File: config.mk
export PLATFORM = sky130hd
export DESIGN_NAME = dtle_line_encoder
export DESIGN_NICKNAME = d
export VERILOG_FILES = /design/src/rtl/dtle_pkg.sv /design/src/rtl/dtle_stream_if.sv /design/src/rtl/dtle_fifo.sv /design/src/rtl/dtle_line_encoder.sv
export SDC_FILE = /design/constraint.sdc
export NUM_CORES = 1
export LEC_CHECK = 0
export ABC_AREA = 1
export BUFFER_PORTS_ARGS = -buffer_cell sky130_fd_sc_hd__buf_2
export CAP_MARGIN = 5
export CORE_MARGIN = 4
export CORE_UTILIZATION = 31
export CTS_BUF_LIST = sky130_fd_sc_hd__clkbuf_8
export CTS_CLUSTER_DIAMETER = 120
export DETAILED_ROUTE_END_ITERATION = 6
export PLACE_DENSITY = 0.61
export SLEW_MARGIN = 20
export SYNTH_ARGS = -nofsm -noshare
export SYNTH_HDL_FRONTEND = slang
export SYNTH_SLANG_ARGS = --single-unit
File: constraint.sdc
create_clock -name aclk -period 2.8 [get_ports aclk]
set_input_delay 0.56 -clock aclk [delete_from_list [all_inputs] [get_ports aclk]]
set_output_delay 0.56 -clock aclk [all_outputs]
set_load 0.01 [all_outputs]
File: src/rtl/dtle_pkg.sv
// Purpose: Shared constants and types of the DS3 transmit line encoder
// Assumes: 125 MHz system clock, AXI4-Lite with 32-bit data
// Notes: Register byte address is four times the register index
package dtle_pkg;
	localparam int CLK_PERIOD_NS = 8;
	localparam int LOSS_TIME_NS = 512;
	// Longest time without a line clock edge, rounded down
	localparam int LOSS_CYCLES_DEF = (LOSS_TIME_NS / CLK_PERIOD_NS < 1) ? 1 : LOSS_TIME_NS / CLK_PERIOD_NS;
	localparam int FIFO_DEPTH_DEF = 4;
	localparam int FIFO_WIDTH = 2;
	localparam int AXI_ADDR_W = 8;
	localparam int AXI_DATA_W = 32;

	localparam int CTRL_IDX = 1;
	localparam int STAT_IDX = 2;
	// Byte address is the register index times four
	localparam logic [AXI_ADDR_W-1:0] CTRL_ADDR = AXI_ADDR_W'(CTRL_IDX * 4);
	localparam logic [AXI_ADDR_W-1:0] STAT_ADDR = AXI_ADDR_W'(STAT_IDX * 4);

	localparam logic [7:0] CTRL_RESET = 8'ha0;
	localparam logic [7:0] CTRL_WMASK = 8'hbf;
	localparam int CTRL_TX_LOSS_DIS = 7;
	localparam int CTRL_LOSS = 6;
	localparam int CTRL_RX_LOSS_DIS = 5;
	localparam int CTRL_ZERO_SUBST_DIS = 4;
	localparam int CTRL_SINGLE_RAIL = 3;
	localparam int CTRL_TX_EDGE_INV = 2;
	localparam int CTRL_RX_EDGE_INV = 1;
	localparam int CTRL_REFRAME = 0;

	localparam int STAT_UNDERRUN = 0;
	localparam int STAT_FIFO_EMPTY = 1;

	localparam int FIFO_BIT = 0;
	localparam int FIFO_FRAME = 1;

	localparam logic [1:0] RESP_OKAY = 2'h0;
	localparam logic [1:0] RESP_SLVERR = 2'h2;

	typedef enum logic [3:0] {
		SYM_ZERO = 4'h1,
		SYM_ONE = 4'h2,
		SYM_BIP = 4'h4,
		SYM_VIOL = 4'h8
	} dtle_sym_t;
endpackage

File: src/rtl/dtle_stream_if.sv
// Purpose: Valid/ready stream between encoder and its FIFO
// Assumes: Transfer when valid and ready are both high
// Notes: None
`timescale 1ns/100ps
interface dtle_stream_if #(parameter int W = 2);
	logic [W-1:0] data;
	logic valid;
	logic ready;
	modport src (output data, output valid, input ready);
	modport snk (input data, input valid, output ready);
endinterface

File: src/rtl/dtle_fifo.sv
// Purpose: Small flip-flop FIFO with valid/ready on both sides
// Assumes: WIDTH matches the width of both stream interfaces
// Notes: Ready on the write side drops only when full
`timescale 1ns/100ps
module dtle_fifo #(
	parameter int WIDTH = 2,
	parameter int DEPTH = 4
) (
	input wire logic aclk,
	input wire logic aresetn,
	dtle_stream_if.snk wr,
	dtle_stream_if.src rd
);
	localparam int PW = (DEPTH > 1) ? $clog2(DEPTH) : 1;
	localparam int CW = $clog2(DEPTH + 1);

	logic [WIDTH-1:0] mem [DEPTH];
	logic [PW-1:0] wp;
	logic [PW-1:0] rp;
	logic [CW-1:0] cnt;
	logic push;
	logic pop;

	assign wr.ready = (cnt != CW'(DEPTH));
	assign rd.valid = (cnt != '0);
	assign rd.data = mem[rp];
	assign push = wr.valid && wr.ready;
	assign pop = rd.valid && rd.ready;

	function automatic logic [PW-1:0] bump(input logic [PW-1:0] p);
		bump = (p == PW'(DEPTH - 1)) ? '0 : p + 1'b1;
	endfunction

	always_ff @(posedge aclk) begin
		if (push) begin
			mem[wp] <= wr.data;
		end
	end

	always_ff @(posedge aclk) begin
		if (!aresetn) begin
			wp <= '0;
			rp <= '0;
			cnt <= '0;
		end else begin
			if (push) begin
				wp <= bump(wp);
			end
			if (pop) begin
				rp <= bump(rp);
			end
			if (push && !pop) begin
				cnt <= cnt + 1'b1;
			end else if (pop && !push) begin
				cnt <= cnt - 1'b1;
			end
		end
	end
endmodule

File: src/rtl/dtle_line_encoder.sv
// Purpose: DS3 transmit line interface: single rail, AMI or B3ZS onto two rails
// Assumes: Line clock arrives from outside and is resampled by aclk
// Notes: Three-bit lookahead window delays every mode by three line bits
// Contract
// RULE1 - Single rail: frame bits go out as NRZ on the positive rail.
// RULE2 - Single rail: negative rail high one bit at each frame start, else low.
// RULE3 - Dual rail: positive rail high when a positive pulse is wanted.
// RULE4 - Dual rail: negative rail high for a negative pulse; zero drives neither.
// RULE5 - The line unit samples both rails with the supplied line clock.
// RULE6 - Control bit 3 selects dual rail at 0, single rail at 1.
// RULE7 - After reset the block runs dual rail; bit 3 resets to zero.
// RULE8 - AMI: each mark opposite in polarity to the previous mark.
// RULE9 - B3ZS: every three zeros become 00V or B0V.
// RULE10 - Substitution keeps an odd count of B pulses between violations.
// RULE11 - Control bit 4 selects B3ZS at 0, plain AMI at 1.
// RULE12 - Line code bit is ignored in single rail mode.
// RULE13 - Control bit 2 selects which line clock edge updates the rails.
// RULE14 - Bit 2 at 0 updates on rising edge, at 1 on falling edge.
// RULE15 - Exactly one encoded bit per line clock period in every mode.
// RULE16 - Polarity tracking starts from a fixed value after reset.
`timescale 1ns/100ps
module dtle_line_encoder
	import dtle_pkg::*;
#(
	parameter int LOSS_CYCLES = LOSS_CYCLES_DEF,
	parameter int FIFO_DEPTH = FIFO_DEPTH_DEF
) (
	input wire logic aclk,
	input wire logic aresetn,
	input wire logic [AXI_ADDR_W-1:0] s_axi_awaddr,
	input wire logic s_axi_awvalid,
	output logic s_axi_awready,
	input wire logic [AXI_DATA_W-1:0] s_axi_wdata,
	input wire logic [3:0] s_axi_wstrb,
	input wire logic s_axi_wvalid,
	output logic s_axi_wready,
	output logic [1:0] s_axi_bresp,
	output logic s_axi_bvalid,
	input wire logic s_axi_bready,
	input wire logic [AXI_ADDR_W-1:0] s_axi_araddr,
	input wire logic s_axi_arvalid,
	output logic s_axi_arready,
	output logic [AXI_DATA_W-1:0] s_axi_rdata,
	output logic [1:0] s_axi_rresp,
	output logic s_axi_rvalid,
	input wire logic s_axi_rready,
	input wire logic tx_bit,
	input wire logic tx_frame_start,
	input wire logic tx_valid,
	output logic tx_ready,
	input wire logic line_clk_in,
	output logic line_clock_out,
	output logic positive_rail_out,
	output logic negative_rail_out
);
	localparam int LCW = $clog2(LOSS_CYCLES + 1);

	logic [7:0] line_io_control;
	logic underrun;
	logic loss;
	logic [LCW-1:0] idle_cnt;

	logic aw_got;
	logic w_got;
	logic [AXI_ADDR_W-1:0] aw_addr;
	logic [7:0] w_byte;
	logic w_lane0;
	logic do_write;

	logic clk_s1;
	logic clk_s2;
	logic clk_s3;
	logic rise;
	logic fall;
	logic emit;

	dtle_sym_t win [3];
	logic [2:0] raw;
	logic [2:0] frm;
	logic last_pos;
	logic parity;
	logic next_last_pos;
	logic next_parity;
	logic new_bit;
	logic new_frm;
	logic single_mode;
	logic b3zs_mode;
	logic subst;

	dtle_stream_if #(.W(FIFO_WIDTH)) in_if ();
	dtle_stream_if #(.W(FIFO_WIDTH)) out_if ();

	function automatic logic hit_ctrl(input logic [AXI_ADDR_W-1:0] a);
		hit_ctrl = ({a[AXI_ADDR_W-1:2], 2'h0} == CTRL_ADDR);
	endfunction

	function automatic logic hit_stat(input logic [AXI_ADDR_W-1:0] a);
		hit_stat = ({a[AXI_ADDR_W-1:2], 2'h0} == STAT_ADDR);
	endfunction

	// Framer stream into the FIFO; tx_ready is true back-pressure
	assign in_if.data = {tx_frame_start, tx_bit};
	assign in_if.valid = tx_valid;
	assign tx_ready = in_if.ready;

	dtle_fifo #(
		.WIDTH(FIFO_WIDTH),
		.DEPTH(FIFO_DEPTH)
	) u_fifo (
		.aclk(aclk),
		.aresetn(aresetn),
		.wr(in_if),
		.rd(out_if)
	);

	// Drained once per line bit, so a fast source stalls
	assign out_if.ready = emit;
	assign new_bit = out_if.valid ? out_if.data[FIFO_BIT] : 1'b0;
	assign new_frm = out_if.valid ? out_if.data[FIFO_FRAME] : 1'b0;

	assign s_axi_awready = !aw_got && !s_axi_bvalid;
	assign s_axi_wready = !w_got && !s_axi_bvalid;
	assign s_axi_arready = !s_axi_rvalid;
	assign do_write = aw_got && w_got && !s_axi_bvalid;

	always_ff @(posedge aclk) begin
		if (!aresetn) begin
			aw_got <= 1'b0;
			w_got <= 1'b0;
			aw_addr <= '0;
			w_byte <= '0;
			w_lane0 <= 1'b0;
		end else begin
			if (s_axi_awvalid && s_axi_awready) begin
				aw_got <= 1'b1;
				aw_addr <= s_axi_awaddr;
			end else if (do_write) begin
				aw_got <= 1'b0;
			end
			if (s_axi_wvalid && s_axi_wready) begin
				w_got <= 1'b1;
				w_byte <= s_axi_wdata[7:0];
				w_lane0 <= s_axi_wstrb[0];
			end else if (do_write) begin
				w_got <= 1'b0;
			end
		end
	end

	always_ff @(posedge aclk) begin
		if (!aresetn) begin
			s_axi_bvalid <= 1'b0;
			s_axi_bresp <= RESP_OKAY;
		end else if (do_write) begin
			s_axi_bvalid <= 1'b1;
			s_axi_bresp <= (hit_ctrl(aw_addr) || hit_stat(aw_addr)) ? RESP_OKAY : RESP_SLVERR;
		end else if (s_axi_bready) begin
			s_axi_bvalid <= 1'b0;
		end
	end

	// Bit 6 is the live loss flag and cannot be written
	always_ff @(posedge aclk) begin
		if (!aresetn) begin
			line_io_control <= CTRL_RESET; // RULE7
		end else if (do_write && w_lane0 && hit_ctrl(aw_addr)) begin
			line_io_control <= w_byte & CTRL_WMASK; // RULE6 RULE11 RULE13
		end
	end

	// New underrun beats a write-one-to-clear in the same cycle
	always_ff @(posedge aclk) begin
		if (!aresetn) begin
			underrun <= 1'b0;
		end else if (emit && !out_if.valid) begin
			underrun <= 1'b1;
		end else if (do_write && w_lane0 && hit_stat(aw_addr) && w_byte[STAT_UNDERRUN]) begin
			underrun <= 1'b0;
		end
	end

	always_ff @(posedge aclk) begin
		if (!aresetn) begin
			s_axi_rvalid <= 1'b0;
			s_axi_rdata <= '0;
			s_axi_rresp <= RESP_OKAY;
		end else if (s_axi_arvalid && s_axi_arready) begin
			s_axi_rvalid <= 1'b1;
			s_axi_rresp <= RESP_OKAY;
			if (hit_ctrl(s_axi_araddr)) begin
				s_axi_rdata <= {24'h000000, line_io_control[7], loss, line_io_control[5:0]};
			end else if (hit_stat(s_axi_araddr)) begin
				s_axi_rdata <= {30'h00000000, !out_if.valid, underrun};
			end else begin
				s_axi_rdata <= '0;
				s_axi_rresp <= RESP_SLVERR;
			end
		end else if (s_axi_rready) begin
			s_axi_rvalid <= 1'b0;
		end
	end

	// Line clock resampled; clk_s2 and clk_s3 feed the edge logic
	always_ff @(posedge aclk) begin
		if (!aresetn) begin
			clk_s1 <= 1'b0;
			clk_s2 <= 1'b0;
			clk_s3 <= 1'b0;
		end else begin
			clk_s1 <= line_clk_in;
			clk_s2 <= clk_s1;
			clk_s3 <= clk_s2;
		end
	end

	assign rise = clk_s2 && !clk_s3;
	assign fall = !clk_s2 && clk_s3;
	// Rails and clock copy leave on the same aclk edge
	assign line_clock_out = clk_s3; // RULE5
	assign emit = line_io_control[CTRL_TX_EDGE_INV] ? fall : rise; // RULE14 RULE15

	always_ff @(posedge aclk) begin
		if (!aresetn) begin
			idle_cnt <= '0;
			loss <= 1'b0;
		end else if (rise || fall) begin
			idle_cnt <= '0;
			loss <= 1'b0;
		end else if (idle_cnt != LCW'(LOSS_CYCLES)) begin
			idle_cnt <= idle_cnt + 1'b1;
		end else begin
			loss <= !line_io_control[CTRL_TX_LOSS_DIS];
		end
	end

	assign single_mode = line_io_control[CTRL_SINGLE_RAIL]; // RULE6
	assign b3zs_mode = !single_mode && !line_io_control[CTRL_ZERO_SUBST_DIS]; // RULE11 RULE12

	// Pulse polarity equals the updated last polarity for B, one and V alike
	always_comb begin
		next_last_pos = last_pos;
		next_parity = parity;
		case (win[2])
			SYM_ONE, SYM_BIP: begin
				next_last_pos = !last_pos; // RULE8
				next_parity = !parity;
			end
			SYM_VIOL: begin
				next_parity = 1'b0;
			end
			default: begin
				next_parity = parity;
			end
		endcase
	end

	// Odd count so far: 00V; even: B0V, which makes it odd
	assign subst = b3zs_mode && !new_bit && (win[1] == SYM_ZERO) && (win[0] == SYM_ZERO); // RULE9

	always_ff @(posedge aclk) begin
		if (!aresetn) begin
			last_pos <= 1'b0; // RULE16
			parity <= 1'b0; // RULE16
		end else if (emit && !single_mode) begin
			last_pos <= next_last_pos;
			parity <= next_parity;
		end
	end

	always_ff @(posedge aclk) begin
		if (!aresetn) begin
			win[0] <= SYM_ZERO;
			win[1] <= SYM_ZERO;
			win[2] <= SYM_ZERO;
			raw <= '0;
			frm <= '0;
		end else if (emit) begin
			raw <= {raw[1:0], new_bit};
			frm <= {frm[1:0], new_frm};
			if (subst) begin
				win[2] <= next_parity ? SYM_ZERO : SYM_BIP; // RULE10
				win[1] <= SYM_ZERO;
				win[0] <= SYM_VIOL; // RULE9
			end else begin
				win[2] <= win[1];
				win[1] <= win[0];
				win[0] <= new_bit ? SYM_ONE : SYM_ZERO;
			end
		end
	end

	always_ff @(posedge aclk) begin
		if (!aresetn) begin
			positive_rail_out <= 1'b0;
			negative_rail_out <= 1'b0;
		end else if (emit) begin
			if (single_mode) begin
				positive_rail_out <= raw[2]; // RULE1
				negative_rail_out <= frm[2]; // RULE2
			end else begin
				positive_rail_out <= (win[2] != SYM_ZERO) && next_last_pos; // RULE3
				negative_rail_out <= (win[2] != SYM_ZERO) && !next_last_pos; // RULE4
			end
		end
	end
endmodule

==> flow_summary.toml <==
[yosys]
synthArstFlopShare_pct = 0
synth_flop_cell = "dfxtp_1"
synth_edf_count = 18
synth_area_sq_um = 3730
ys.warnings.count = 0
synth_most_common_cell = "nor2_1"
synth_largest_area_cell = "dfxtp_1"
synth_cells = 463
synth_common_cells = "nor2_1 (82), dfxtp_1 (66), nand2_1 (64)"
synth_seq_cells = 84
yosysSeqAreaShare_pct = 49.9
synth_area_leaders = "dfxtp_1 (35%), edfxtp_1 (15%), nor2_1 (8.3%)"
synth_top_cell_area_share_pct = 35.4
avgSynthCellArea_sq_um = 8.05
synth_cell_types = 32

[final_layout]
regArea_sq_um = 1860
final_cells = 665
area_delta_synth_final_pct = 12.9
diodes = 0
finalNetCount = 591
nFillCells = 1200
drive_gt1_share_pct = 14.9
multi_input_area_sq_um = 1490

[sta]
slew_viol_final = 0
tns_ns = 0
setup_viol = 0
min_period_ns = 2.11
fin_crit_sh_pct = 75.2
max_freq_mhz = 475
fin_worst_skew_ns = 0.0106
hold_violations = 0
rsz0062_at_grt = "false"

[worst_setup_path]
crit_type = "reg -> reg"
path_delay_family = "adder cells"
arrival_ns = 2.33
cp.required_ns = 3.03
critPathMaxFanout = 4
cp.buffers_inverters = 2
critical-path-max-stage-delay_ns = 0.38
end_kind = "flop"
crit_slowest_cell = "dfxtp_1"
path_cells = "inv_1 > ha_1 > nand2_1 > nand2_2 > nand2_2 > ha_1 > inv_1 > fa_1 > a21oi_1 > o21ai_0 > o21ai_0 > a21oi_1"
rrSetupSlack_ns = 0.69
cp-start-kind = "flop"

[clocking]
ctsRootBufferMaster = "clkbuf_8"
tritoncts = "yes"
post_cts_buffers = 0
clock_sinks = 84
clk_path_buf_depth = 2
cts.repair.resized = 0
clk_pin_slew_worst_paths_ns = 0.08
ctsHtreeMaxLevel = 3
numCtsBuffers = 9
insertion_delay_ns = 0.34
hold_buffers = 0

[routing]
wl_per_cell_microns = 10.6
drc = 0
postRouteWirelength_microns = 7070
drtAntennaViolNets = 0
routed_via_density = 4.31
vias = 2869
dr.pass1.iters = 4
drtIter0Drc = 85

[global_route]
grt_overflow = 0
grt_first_pass_wirelength_microns = 12300
grt_antenna_before_repair = 0
grt_pass1_vias = 2774
grt_max_degree = 43
track_usage_pct = 10.6

[pwr]
p_per_area_nw_per_um2 = 573
vdd_drop_max_mv = 0.227
power_leakage_nw = 1.94

[run_status]
status = "finished clean"

[placed_design]
io_buffers = 49
hpwl_microns = 5430
dp.cells = 649
gp_congestion = 0.739

[job]
maxCapViolCount = 0

[die]
start_util_pct = 32.1
die_x_microns = 118
die_area_sq_um = 13800
row_count = 39
ios = 108
die_h_microns = 118
core_area_sq_um = 11600

[worst_hold_path]
hold_path.class = "in -> reg"
## per-stage QoR
step	setup WS, ns	utilization (%)	cell area [sq um]	total power, W	hold slack (ns)
finish	0.695	36.2	4210	0.00241	0.412
global route	0.532	36.2	4210	0.00256	0.410
global placement	0.748	34.7	4030	0.00168	0.399
floorplan	0.851	-	3820	0.00162	0.390
CTS	0.695	36.2	4210	0.00245	0.390
detailed placement	0.726	34.7	4030	0.00169	0.397
## state kept, by name (all words and copies together), names as in the netlist, 2 cells and up, named ones only
name and count:
u_fifo.mem 8, s_axi_rdata 8, u_fifo.rp 2, raw 3, w_byte 7, win 10
idle_cnt 7, u_fifo.wp 2, aw_addr 6, line_io_control 7, frm 3, u_fifo.cnt 3
## logic make-up (layout without fill, tap and decap cells)
kind of cell	after synthesis	after routing	synth area share, %
and+or+nand+nor	191	191	22.3
buffers and inverters	99	133	12.6
DFF	84	84	49.9
AOI/OAI and AO/OA	74	74	10.4
adders and majority gates	11	11	3.89
xor gates and xnor gates	3	3	0.705
other	1	26	0.101
## tightest hold or removal path, delay by kind of cell
family / cells / cell delay (ns)
buf+inv: 2 / 0.11
simple gates: 1 / 0.04
## routing by layer
| layer | GRT usage [%] | vias to the layer above | part of all wire [%] |
|---|---|---|---|
| met5 | 0 | - | 0 |
| met2 | 18.9 | 60 | 49 |
| met1 | 12.1 | 1262 | 46 |
| li1 | - | 1535 | - |
| met3 | 3.22 | 12 | 4.2 |
| met4 | 3.30 | 0 | 1.4 |
## final cells by class
cell class                      count  share of cell area (%)
Tap cell                          143                    4.25
Clock buffer                       11                    3.60
Clock inverter                      5                   0.535
Timing Repair Buffer               50                    6.01
Sequential cell                    84                    44.2
Multi-Input combinational cell    305                    35.4
Inverter                           67                    5.98
## report_power, final
group          internal [W]  total (W)  switching (W)
Sequential          0.00131    0.00136      0.0000447
Combinational      0.000105   0.000304       0.000199
Clock              0.000359   0.000752       0.000394
## final timing paths
kind | depth (start not counted) | from | end
hold / removal | 3 | line_clk_in | clk_s1$_SDFF_PN0_
setup / recovery | 12 | line_clock_out$_SDFF_PN0_ | u_fifo.cnt[2]$_SDFFE_PN0P_
hold reg to reg | 2 | clk_s1$_SDFF_PN0_ | clk_s2$_SDFF_PN0_
setup reg to reg | 12 | line_clock_out$_SDFF_PN0_ | u_fifo.cnt[2]$_SDFFE_PN0P_
## layout by cell type, fill, tap and decap left out, types with 10 or more instances in the layout
master | synthesis | routed
clkbuf_8 | 0 | 11
o21ai_0 | 44 | 44
buf_2 | 1 | 49
inv_1 | 62 | 66
edfxtp_1 | 18 | 18
nand4_1 | 11 | 11
a21oi_1 | 23 | 23
nor2_1 | 82 | 82
conb_1 | 1 | 26
nand2_1 | 64 | 64
ha_1 | 10 | 10
nand3_1 | 20 | 20
dfxtp_1 | 66 | 66
(Power assumes the default switching activity.)
